## src/rtl/flash_seq_pkg.sv

```systemverilog
// Shared constants, types and command carriers of the flash page programming sequencer.
package flash_seq_pkg;

    // ------------------------------------------------------------------
    // Register map and field positions
    // ------------------------------------------------------------------
    localparam logic [7:0] FLASH_CONTROL_REG_ADDR = 8'hd1;  // Control register.
    localparam logic [7:0] FLASH_STATUS_REG_ADDR  = 8'hd3;  // Status register.
    localparam logic [7:0] AUX_CONTROL_REG_ADDR   = 8'ha2;  // Auxiliary control register.
    localparam int         KEY_MSB                = 7;      // Launch key nibble, top bit.
    localparam int         KEY_LSB                = 4;      // Launch key nibble, low bit.
    localparam int         LATCH_MAP_BIT          = 3;      // Latch space map bit.
    localparam int         TARGET_MSB             = 2;      // Target select, top bit.
    localparam int         TARGET_LSB             = 1;      // Target select, low bit.
    localparam int         BUSY_BIT               = 0;      // Program in progress bit.
    localparam int         FAULT_BIT              = 1;      // Sequence fault bit.
    localparam int         LOADED_BIT             = 0;      // Latch loaded bit.
    localparam int         BOOT_MAP_BIT           = 5;      // Boot area map bit.
    localparam logic [7:0] CONTROL_RESET          = 8'h00;  // Control value after reset.

    // ------------------------------------------------------------------
    // Key values and address windows
    // ------------------------------------------------------------------
    localparam logic [3:0]  KEY_ARM        = 4'h5;     // Arming nibble.
    localparam logic [3:0]  KEY_LAUNCH     = 4'ha;     // Launch nibble.
    localparam logic [15:0] XROW_BASE      = 16'hff80; // First extra row address.
    localparam logic [15:0] BOOT_BASE      = 16'hf800; // First boot array address.
    localparam logic [15:0] FUSE_ADDR      = 16'h0000; // Security fuse byte address.
    localparam int          LAUNCH_CYCLES  = 2;        // Launch write to operation start.

    // ------------------------------------------------------------------
    // Types
    // ------------------------------------------------------------------
    // Target space select field encoding.
    typedef enum logic [1:0] {
        TGT_USER  = 2'h0,
        TGT_XROW  = 2'h1,
        TGT_FUSE  = 2'h2,
        TGT_CLEAR = 2'h3
    } target_e;

    // Flash array operation.
    typedef enum logic {
        OP_ERASE,
        OP_PROGRAM
    } flash_op_e;

    // Source that answers a code-space read.
    typedef enum logic [1:0] {
        SRC_USER,
        SRC_BOOT,
        SRC_XROW,
        SRC_FUSE
    } code_src_e;

    // One byte operation handed to the flash array.
    typedef struct packed {
        flash_op_e   op;
        target_e     space;
        logic [15:0] addr;
        logic [7:0]  data;
    } flash_cmd_s;

    // One external data write from the core.
    typedef struct packed {
        logic        pointer_register_form;
        logic [15:0] addr;
        logic [7:0]  data;
    } xdata_wr_s;

endpackage

```

## src/rtl/flash_page_program_sequencer.sv

```systemverilog
// Flash page programming sequencer: key unlock, column latches, erase and program walk.
//
// Contract
// - Key 5 arms, then A launches.
// - 50h,A0h from boot array programs user array.
// - 52h,A2h writes latches into extra row.
// - 56h,A6h clears latches, programs nothing.
// - Instruction between arm and launch blocks programming.
// - Busy flag set during cycle, software read-only.
// - Operation begins second machine cycle after launch.
// - Boot map bit overlays boot array F800h-FFFFh.
// - Latches take 1-128 bytes, any order.
// - Last load's page address selects target page.
// - Erase then program only loaded positions.
// - Launch with empty latches sets fault, except the clear option.
// - Latch loads ignored while write in progress.
// - Successful write clears latches and markers.
// - Arming write not followed by launch faults.
// - Fault cleared by software zero or success.
// - Control 02h maps extra row at FF80h-FFFFh.
// - Control 04h maps fuse byte at 0000h.
// - Loaded flag sets on first load, clears on success.
// - Latch map redirects pointer-register external data writes to latches.
//
// The register offsets and the plain strobed port were chosen for this implementation.
`timescale 1ns/1ps
`default_nettype none

module flash_page_program_sequencer #(
    parameter int PAGE_BYTES = 128  // Column latch page size in bytes.
) (
    // Clock and reset.
    input  wire logic                       clk,
    input  wire logic                       reset,
    // Register port.
    input  wire logic [7:0]                 reg_addr,
    input  wire logic [7:0]                 reg_wdata,
    input  wire logic                       reg_wr,
    input  wire logic                       reg_rd,
    output logic      [7:0]                 reg_rdata,
    // Core status.
    input  wire logic                       instr_end,
    input  wire logic                       exec_from_boot,
    // External data writes from the core.
    input  wire logic                       xwr,
    input  wire flash_seq_pkg::xdata_wr_s   xwr_req,
    output logic                            xmem_wr,
    // Code-space read steering.
    input  wire logic [15:0]                code_addr,
    output flash_seq_pkg::code_src_e        code_src,
    // Flash array command port.
    output logic                            flash_req,
    output flash_seq_pkg::flash_cmd_s       flash_cmd,
    input  wire logic                       flash_done
);

    // ------------------------------------------------------------------
    // Parameter check
    // ------------------------------------------------------------------
    localparam int IDX_W = $clog2(PAGE_BYTES);

    // The page offset must be a whole number of address bits.
    initial begin
        if (PAGE_BYTES < 2 || PAGE_BYTES > 256 || (1 << IDX_W) != PAGE_BYTES) begin
            $error("PAGE_BYTES must be a power of two from 2 to 256.");
        end
    end

    // ------------------------------------------------------------------
    // State
    // ------------------------------------------------------------------
    typedef enum logic [2:0] {
        ST_IDLE,
        ST_DELAY,
        ST_ERASE,
        ST_PROG
    } seq_e;

    seq_e                        state_ff;        // Sequencer state.
    logic [1:0]                  delay_ff;        // Launch delay counter.
    logic                        latch_map_ff;    // Latch space map bit.
    flash_seq_pkg::target_e      target_ff;       // Target select field.
    flash_seq_pkg::target_e      run_target_ff;   // Target captured at launch.
    logic                        boot_map_ff;     // Boot area map bit.
    logic                        armed_ff;        // Arming write seen.
    logic                        arm_ended_ff;    // Arming instruction has finished.
    logic                        fault_ff;        // Sequence fault flag.
    logic                        loaded_ff;       // Latch loaded flag.
    logic [PAGE_BYTES-1:0]       mask_ff;         // Per-byte loaded markers.
    logic [7:0]                  latch_mem [PAGE_BYTES];  // Column latch data.
    logic [15-IDX_W:0]           page_ff;         // Page of the last latch load.
    logic [IDX_W-1:0]            idx_ff;          // Byte walk position.
    logic                        req_ff;          // Flash request outstanding.
    flash_seq_pkg::flash_cmd_s   cmd_ff;          // Flash command in flight.
    logic [7:0]                  rdata_ff;        // Registered read data.

    // ------------------------------------------------------------------
    // Decode
    // ------------------------------------------------------------------
    logic                   ctl_wr;       // Control register write.
    logic [3:0]             wr_key;       // Key nibble of this write.
    logic                   arm_wr;       // Arming write.
    logic                   launch_ok;    // Accepted launch write.
    logic                   busy;         // Program in progress.
    logic                   latch_wr;     // Write that lands in the latches.
    logic                   stray_instr;  // Instruction ran between arm and launch.
    flash_seq_pkg::target_e wr_target;    // Target select of this write.
    logic                   walk_last;    // Walk is at the last byte.
    logic                   step;         // Walk moves to the next byte.

    assign ctl_wr    = reg_wr && reg_addr == flash_seq_pkg::FLASH_CONTROL_REG_ADDR;
    assign wr_key    = reg_wdata[flash_seq_pkg::KEY_MSB:flash_seq_pkg::KEY_LSB];
    assign wr_target = flash_seq_pkg::target_e'(
                           reg_wdata[flash_seq_pkg::TARGET_MSB:flash_seq_pkg::TARGET_LSB]);
    assign arm_wr    = ctl_wr && wr_key == flash_seq_pkg::KEY_ARM;
    // Launch needs an unbroken arm, boot-array execution and an idle sequencer.
    assign launch_ok = ctl_wr && wr_key == flash_seq_pkg::KEY_LAUNCH && armed_ff
                       && exec_from_boot && state_ff == ST_IDLE;
    assign stray_instr = armed_ff && arm_ended_ff && instr_end && !ctl_wr;
    assign busy      = state_ff == ST_ERASE || state_ff == ST_PROG;
    // Only pointer-register writes with the latch map set reach the latches.
    assign latch_wr  = xwr && latch_map_ff && xwr_req.pointer_register_form;
    assign xmem_wr   = xwr && !latch_wr;
    assign walk_last = idx_ff == IDX_W'(PAGE_BYTES - 1);
    // Unloaded positions are skipped in one cycle; loaded ones wait for the array.
    assign step      = (!req_ff && !mask_ff[idx_ff]) || (req_ff && flash_done);

    // ------------------------------------------------------------------
    // Control and auxiliary registers
    // ------------------------------------------------------------------
    // Map and target fields follow every control write; busy is not writable.
    always_ff @(posedge clk or posedge reset) begin
        if (reset) begin
            latch_map_ff <= flash_seq_pkg::CONTROL_RESET[flash_seq_pkg::LATCH_MAP_BIT];
            target_ff    <= flash_seq_pkg::TGT_USER;
            boot_map_ff  <= 1'b0;
        end else begin
            if (ctl_wr) begin
                latch_map_ff <= reg_wdata[flash_seq_pkg::LATCH_MAP_BIT];
                target_ff    <= wr_target;
            end
            if (reg_wr && reg_addr == flash_seq_pkg::AUX_CONTROL_REG_ADDR) begin
                boot_map_ff <= reg_wdata[flash_seq_pkg::BOOT_MAP_BIT];
            end
        end
    end

    // ------------------------------------------------------------------
    // Key sequence
    // ------------------------------------------------------------------
    // Arms on 5, disarms on any other control write or a stray instruction.
    always_ff @(posedge clk or posedge reset) begin
        if (reset) begin
            armed_ff     <= 1'b0;
            arm_ended_ff <= 1'b0;
        end else if (arm_wr) begin
            armed_ff     <= 1'b1;
            arm_ended_ff <= 1'b0;
        end else if (ctl_wr || stray_instr) begin
            armed_ff     <= 1'b0;
            arm_ended_ff <= 1'b0;
        end else if (armed_ff && instr_end) begin
            arm_ended_ff <= 1'b1;  // The arming instruction itself has finished.
        end
    end

    // ------------------------------------------------------------------
    // Status flags
    // ------------------------------------------------------------------
    // Fault: set beats the software clear; success clears it.
    always_ff @(posedge clk or posedge reset) begin
        if (reset) begin
            fault_ff <= 1'b0;
        end else if ((armed_ff && (ctl_wr && !launch_ok && wr_key != flash_seq_pkg::KEY_LAUNCH
                     || stray_instr))
                     || (launch_ok && target_ff != flash_seq_pkg::TGT_CLEAR
                         && mask_ff == '0)) begin
            fault_ff <= 1'b1;
        end else if (state_ff == ST_DELAY && run_target_ff == flash_seq_pkg::TGT_CLEAR
                     || state_ff == ST_PROG && walk_last && step) begin
            fault_ff <= 1'b0;
        end else if (reg_wr && reg_addr == flash_seq_pkg::FLASH_STATUS_REG_ADDR
                     && !reg_wdata[flash_seq_pkg::FAULT_BIT]) begin
            fault_ff <= 1'b0;
        end
    end

    // ------------------------------------------------------------------
    // Column latches
    // ------------------------------------------------------------------
    // Latch data has no reset; the markers say which bytes are valid.
    always_ff @(posedge clk) begin
        if (latch_wr && state_ff == ST_IDLE) begin
            latch_mem[xwr_req.addr[IDX_W-1:0]] <= xwr_req.data;
        end
    end

    // Markers, page and loaded flag; loads are ignored once a launch is taken.
    always_ff @(posedge clk or posedge reset) begin
        if (reset) begin
            mask_ff   <= '0;
            page_ff   <= '0;
            loaded_ff <= 1'b0;
        end else if (state_ff == ST_DELAY && run_target_ff == flash_seq_pkg::TGT_CLEAR
                     || state_ff == ST_PROG && walk_last && step) begin
            mask_ff   <= '0;
            loaded_ff <= 1'b0;
        end else if (latch_wr && state_ff == ST_IDLE) begin
            mask_ff[xwr_req.addr[IDX_W-1:0]] <= 1'b1;
            page_ff   <= xwr_req.addr[15:IDX_W];
            loaded_ff <= 1'b1;
        end
    end

    // ------------------------------------------------------------------
    // Sequencer
    // ------------------------------------------------------------------
    // Launch, wait, erase loaded bytes, program loaded bytes, finish.
    always_ff @(posedge clk or posedge reset) begin
        if (reset) begin
            state_ff      <= ST_IDLE;
            delay_ff      <= '0;
            run_target_ff <= flash_seq_pkg::TGT_USER;
            idx_ff        <= '0;
        end else begin
            unique case (state_ff)
                ST_IDLE: begin
                    idx_ff <= '0;
                    if (launch_ok && (target_ff == flash_seq_pkg::TGT_CLEAR
                                      || mask_ff != '0)) begin
                        state_ff      <= ST_DELAY;
                        delay_ff      <= 2'(flash_seq_pkg::LAUNCH_CYCLES - 1);
                        run_target_ff <= target_ff;
                    end
                end
                ST_DELAY: begin
                    // The clear option finishes here without touching the array.
                    if (run_target_ff == flash_seq_pkg::TGT_CLEAR) begin
                        state_ff <= ST_IDLE;
                    end else if (delay_ff == 2'h1) begin
                        state_ff <= ST_ERASE;
                    end else begin
                        delay_ff <= delay_ff - 2'h1;
                    end
                end
                ST_ERASE: begin
                    if (step) begin
                        idx_ff <= idx_ff + 1'b1;
                        if (walk_last) begin
                            state_ff <= ST_PROG;
                        end
                    end
                end
                ST_PROG: begin
                    if (step) begin
                        idx_ff <= idx_ff + 1'b1;
                        if (walk_last) begin
                            state_ff <= ST_IDLE;
                        end
                    end
                end
                default: begin
                    state_ff <= ST_IDLE;
                end
            endcase
        end
    end

    // ------------------------------------------------------------------
    // Flash command issue
    // ------------------------------------------------------------------
    // One request per loaded byte in each of the erase and program walks, held until the array reports done.
    always_ff @(posedge clk or posedge reset) begin
        if (reset) begin
            req_ff <= 1'b0;
            cmd_ff <= '0;
        end else if (req_ff) begin
            if (flash_done) begin
                req_ff <= 1'b0;
            end
        end else if (busy && mask_ff[idx_ff]) begin
            req_ff       <= 1'b1;
            cmd_ff.op    <= state_ff == ST_ERASE ? flash_seq_pkg::OP_ERASE
                                                 : flash_seq_pkg::OP_PROGRAM;
            cmd_ff.space <= run_target_ff;
            cmd_ff.data  <= latch_mem[idx_ff];
            unique case (run_target_ff)
                flash_seq_pkg::TGT_XROW: cmd_ff.addr <= flash_seq_pkg::XROW_BASE
                                                        | 16'(idx_ff);
                flash_seq_pkg::TGT_FUSE: cmd_ff.addr <= flash_seq_pkg::FUSE_ADDR;
                default:                 cmd_ff.addr <= {page_ff, idx_ff};
            endcase
        end
    end

    assign flash_req = req_ff;
    assign flash_cmd = cmd_ff;

    // ------------------------------------------------------------------
    // Code-space read steering
    // ------------------------------------------------------------------
    // Boot overlay first, then the extra row and fuse maps.
    always_comb begin
        if (boot_map_ff && code_addr >= flash_seq_pkg::BOOT_BASE) begin
            code_src = flash_seq_pkg::SRC_BOOT;
        end else if (target_ff == flash_seq_pkg::TGT_XROW
                     && code_addr >= flash_seq_pkg::XROW_BASE) begin
            code_src = flash_seq_pkg::SRC_XROW;
        end else if (target_ff == flash_seq_pkg::TGT_FUSE
                     && code_addr == flash_seq_pkg::FUSE_ADDR) begin
            code_src = flash_seq_pkg::SRC_FUSE;
        end else begin
            code_src = flash_seq_pkg::SRC_USER;
        end
    end

    // ------------------------------------------------------------------
    // Register reads
    // ------------------------------------------------------------------
    // Key nibble reads as zero; unmapped addresses read zero.
    always_ff @(posedge clk or posedge reset) begin
        if (reset) begin
            rdata_ff <= 8'h00;
        end else if (reg_rd) begin
            unique case (reg_addr)
                flash_seq_pkg::FLASH_CONTROL_REG_ADDR:
                    rdata_ff <= {4'h0, latch_map_ff, target_ff, busy};
                flash_seq_pkg::FLASH_STATUS_REG_ADDR:
                    rdata_ff <= {6'h00, fault_ff, loaded_ff};
                flash_seq_pkg::AUX_CONTROL_REG_ADDR:
                    rdata_ff <= 8'(boot_map_ff) << flash_seq_pkg::BOOT_MAP_BIT;
                default:
                    rdata_ff <= 8'h00;
            endcase
        end else begin
            rdata_ff <= 8'h00;
        end
    end

    assign reg_rdata = rdata_ff;
endmodule

`default_nettype wire

```

## config.mk

```make
export PLATFORM = sky130hd
export DESIGN_NAME = flash_page_program_sequencer
export DESIGN_NICKNAME = d
export VERILOG_FILES = /design/src/rtl/flash_seq_pkg.sv /design/src/rtl/flash_page_program_sequencer.sv
export SDC_FILE = /design/constraint.sdc
export NUM_CORES = 2
export LEC_CHECK = 0
export ABC_AREA = 1
export BUFFER_PORTS_ARGS = -buffer_cell sky130_fd_sc_hd__buf_2
export CORE_ASPECT_RATIO = 1.25
export CORE_UTILIZATION = 41
export CTS_BUF_LIST = sky130_fd_sc_hd__clkbuf_4
export CTS_CLUSTER_DIAMETER = 150
export DETAILED_ROUTE_END_ITERATION = 6
export SLEW_MARGIN = 40
export SYNTH_ARGS = -nofsm -noshare
export SYNTH_HDL_FRONTEND = slang
export SYNTH_SLANG_ARGS = --single-unit
```

## constraint.sdc

```tcl
create_clock -name clk -period 7.45 [get_ports clk]
set_input_delay 1.49 -clock clk [delete_from_list [all_inputs] [get_ports clk]]
set_output_delay 1.49 -clock clk [all_outputs]
set_load 0.02 [all_outputs]
```

==> impl_results.md <==
* Result of the run: finished, final reports clean
* Starting density of the core at 41.45%
* Maximum Capacitance Violations at 0
* Period Utilization, post-route at 61.38%
* Number of antenna violations at the first check in global routing at 7
* Category of the most critical setup path: register to register
* Clock latency on the worst-skew pair at about 1.2 ns
* Commonest register cell after synthesis: edfxtp_1
* Vertical die dimension at roughly 400 um
* Proportion of synthesized area in mux cells at 0.02230%
* Data arrival, critical path at ~5.7 ns
* Remaining number of nets flagged by the antenna check after routing at 0
* Count of flip-flops with a built-in enable after synthesis at 1,024
* Last weighted congestion value of the routability-driven placer at 0.8413
* DRC Markers at 0
* Clock tree from TritonCTS: yes
* Areal power density over the cells at a little over 300 nW/um^2
* XOR/XNOR share of the synthesized area at 0.05202%
* Complex-gate fraction of the synthesized area at approximately an eighth
* Most area-consuming cells after synthesis: edfxtp_1 (61%), dfrtp_1 (9.5%), o21ai_0 (6.3%), nor2_1 (5.5%), nand2_1 (2.4%)
* Final wirelength at 137.5 mm
* Ratio of routed vias to standard cells at between 5 and 6
* Fraction of layout instances using a drive strength above 1 at 16.53%
* Post-synthesis share of cell area spent on and, or, nand and nor gates at 12.41%
* Final number of hold-violating endpoints at 0
* Number of levels the H-tree was split into at 5
* Clock Tree Buf Depth at 4
* Pleak at 19.51 nW
* Gr usage total at 21.96%
* Worst hold path class: input pin to asynchronous set/reset pin
* Nets@finish at 4,589
* Kind of end point of the critical path: register
* Detailed placer's ending HPWL at 77.71 mm
* Post-CTS resize count at 0
* Number of fillers in the final layout at 11,250
* Total iterations of the first detailed-routing run at 5
* Async SR Flop Fraction at 15.72%
* CORE AREA at 121,800 um^2
* Post-synthesis register bit count at ~1,200
* Setup repair after global routing missed its margin: no
* Vias in the first global route at between 30,000 and 40,000
* Count of hold buffers inserted by post-cts repair at 0
* Setup TNS at 0 ns
* Final critical delay including setup and external delays at 4.573 ns
* Clock sink count at 1,215
* # setup viols final at 0
* Post-CTS setup buffer count at 0
* Synth Area per Inst at 11.58 um^2
* Synth warnings at 0
* Growth of design area from synthesis to finish at 10.63%
* Num CTS Buffers at 300
* Count of boundary I/O pins at 104
* Sequential element share of the synthesized area at between 70 and 80%
* Fraction of the mapped netlist area in adder cells at 0.09909%
* Routed length per placed instance at 21.72 um
* Crit Path Max Fanout at 151
* Grt ovf at 0
* Final Slew Violations at 0
* Area of the die at 124,600 um^2
* Relative max-transition margin at a little under a third
* Port Buf Inserts at 99
* Worst hold slack at 0.4206 ns
* Unique cell type count in the Yosys netlist at 45
* Skew final at about 0.075 ns
* Row count at 143
* Area fraction of the dominant cell type after synthesis at 60.88%
* Vias after detailed routing at around 35,000
* Cells after synthesis at between 4,000 and 5,000
* Post-Synthesis Cell Area at 50,510 um^2
* Maximum vdd drop at 0.2287 mV
* Largest family of logic cells by synthesized area: simple AND/OR/NAND/NOR gates
* Launching element type of the critical path: register
* Clock root buffer: clkbuf_4
* Area occupied by multi-input gates at 12,610 um^2
* Highest attainable clock frequency at 218.7 MHz
* Required time of the critical path at 8.54 ns
* Wire length of the first global-routing pass at 205.7 mm
* Width of the die at 315.9 um
* Measured slew at the worst slew-check pin at between 1 and 1.5 ns
* Library cell occupying the most area in the post-synthesis netlist: edfxtp_1
* Pin count of the biggest net entering global routing at 162
* Drt first-iter violations at approximately 3,000
* Area taken by flip-flops and latches at 35,540 um^2
* Post-CTS clock slew at the launch and capture registers of the worst setup and hold paths at 0.08 ns
[where the power goes]
group	total (W)	switching, W	internal [W]
combinational	0.00380	0.00275	0.00105
sequential	0.00771	0.000169	0.00754
clock	0.00534	0.00256	0.00278
total	0.0168	0.00548	0.0114
[placed cells by master, fill, tap and decap left out, types with 20 or more instances in the layout]
master / instances
a21oi_1: 92
a22oi_1: 56
buf_2: 91
buf_4: 42
clkbuf_4: 451
clkinv_1: 47
dfrtp_1: 187
edfxtp_1: 1024
inv_1: 272
nand2_1: 325
nand3_1: 238
nand4_1: 21
nor2_1: 702
nor2_2: 122
nor4_1: 25
o211ai_1: 125
o21ai_0: 637
o21ai_1: 36
o221ai_1: 25
o22ai_1: 90
or2_2: 20
[kinds of logic after synthesis]
| kind of cell | after synthesis |
|---|---|
| XOR/XNOR | 3 |
| AND/OR/NAND/NOR | 1478 |
| adder cells (fa/ha/maj) | 4 |
| other | 1 |
| buffers and inverters | 582 |
| AO/OA/AOI/OAI | 1078 |
| flip-flops | 1215 |
| multiplexers | 1 |
[flip-flops by register name, summed over array words and instances, names as in the netlist, 2 cells and up]
name / cells
state_ff: 2
idx_ff: 7
run_target_ff: 2
target_ff: 2
latch_mem: 1024
mask_ff: 128
page_ff: 9
reg_rdata: 5
flash_cmd: 27
delay_ff: 2
[worst max-delay path, cell delays in order, from the launching register on]
cell      delay, ns
dfrtp_4        0.74
inv_12         0.47
buf_6          0.61
buf_4          0.65
o21ai_0        0.21
o211ai_1       0.15
nand3_1        0.20
nand3_1        0.17
nand3_1        0.15
nand3_1        0.35
nand2_1        0.23
o21ai_1        0.18
[layout make-up]
cell class                      instances  share of cell area, %
Sequential cell                      1215                  63.61
Multi-Input combinational cell       2567                  22.57
Clock buffer                          451                  6.059
Tap cell                             1595                  3.572
Inverter                              289                  1.991
Timing Repair Buffer                  147                  1.724
Clock inverter                         56                 0.4344
Antenna cell                           10                0.04478
[stage by stage]
stage	cells	area, um^2	setup WS, ns	util [%]	total power, W
final	6330	55880	2.877	45.86	0.01685
after global routing	6330	55880	2.687	45.86	0.01768
after CTS	6320	55800	2.920	45.79	0.01696
after detailed placement	5813	52170	2.934	42.81	0.01164
after global placement	5812	52050	2.613	42.72	0.01159
after floorplan	4364	50510	0.7612	-	0.01035
[layer usage]
| layer | up-vias | track usage (%) | share of wire [%] |
|---|---|---|---|
| met2 | 1361 | 36.59 | 50 |
| li1 | 15990 | - | - |
| met1 | 17270 | 28.22 | 41 |
| met3 | 244 | 4.067 | 6.5 |
| met5 | - | 0 | 0 |
| met4 | 0 | 8.540 | 2.9 |
[Yosys cell counts (all sizes together) (2+ instances only)]
cell type / number
a211oi: 3
a21oi: 92
a22oi: 56
a31oi: 3
buf: 132
clkbuf: 161
clkinv: 4
dfrtp: 191
edfxtp: 1024
ha: 4
inv: 285
nand2: 328
nand3: 243
nand3b: 2
nand4: 21
nor2: 825
nor3: 11
nor4: 25
o211ai: 125
o21a: 9
o21ai: 673
o221ai: 25
o22ai: 90
or2: 20
xor2: 2
[worst paths after layout]
| path | depth (start not counted) | startpoint | slack [ns] | end |
|---|---|---|---|---|
| max reg2reg | 11 | idx_ff[0] | 2.88 | flash_cmd[4] |
| max in group asynchronous | 3 | reset | 5.76 | mask_ff[76] |
| min | 2 | reset | 0.42 | mask_ff[101] |
| min in group clk | 2 | flash_cmd[23] | 0.48 | flash_cmd[23] |
| min reg2reg | 2 | flash_cmd[23] | 0.48 | flash_cmd[23] |
| max | 11 | idx_ff[0] | 2.88 | flash_cmd[4] |
(Power assumes the default switching activity.)
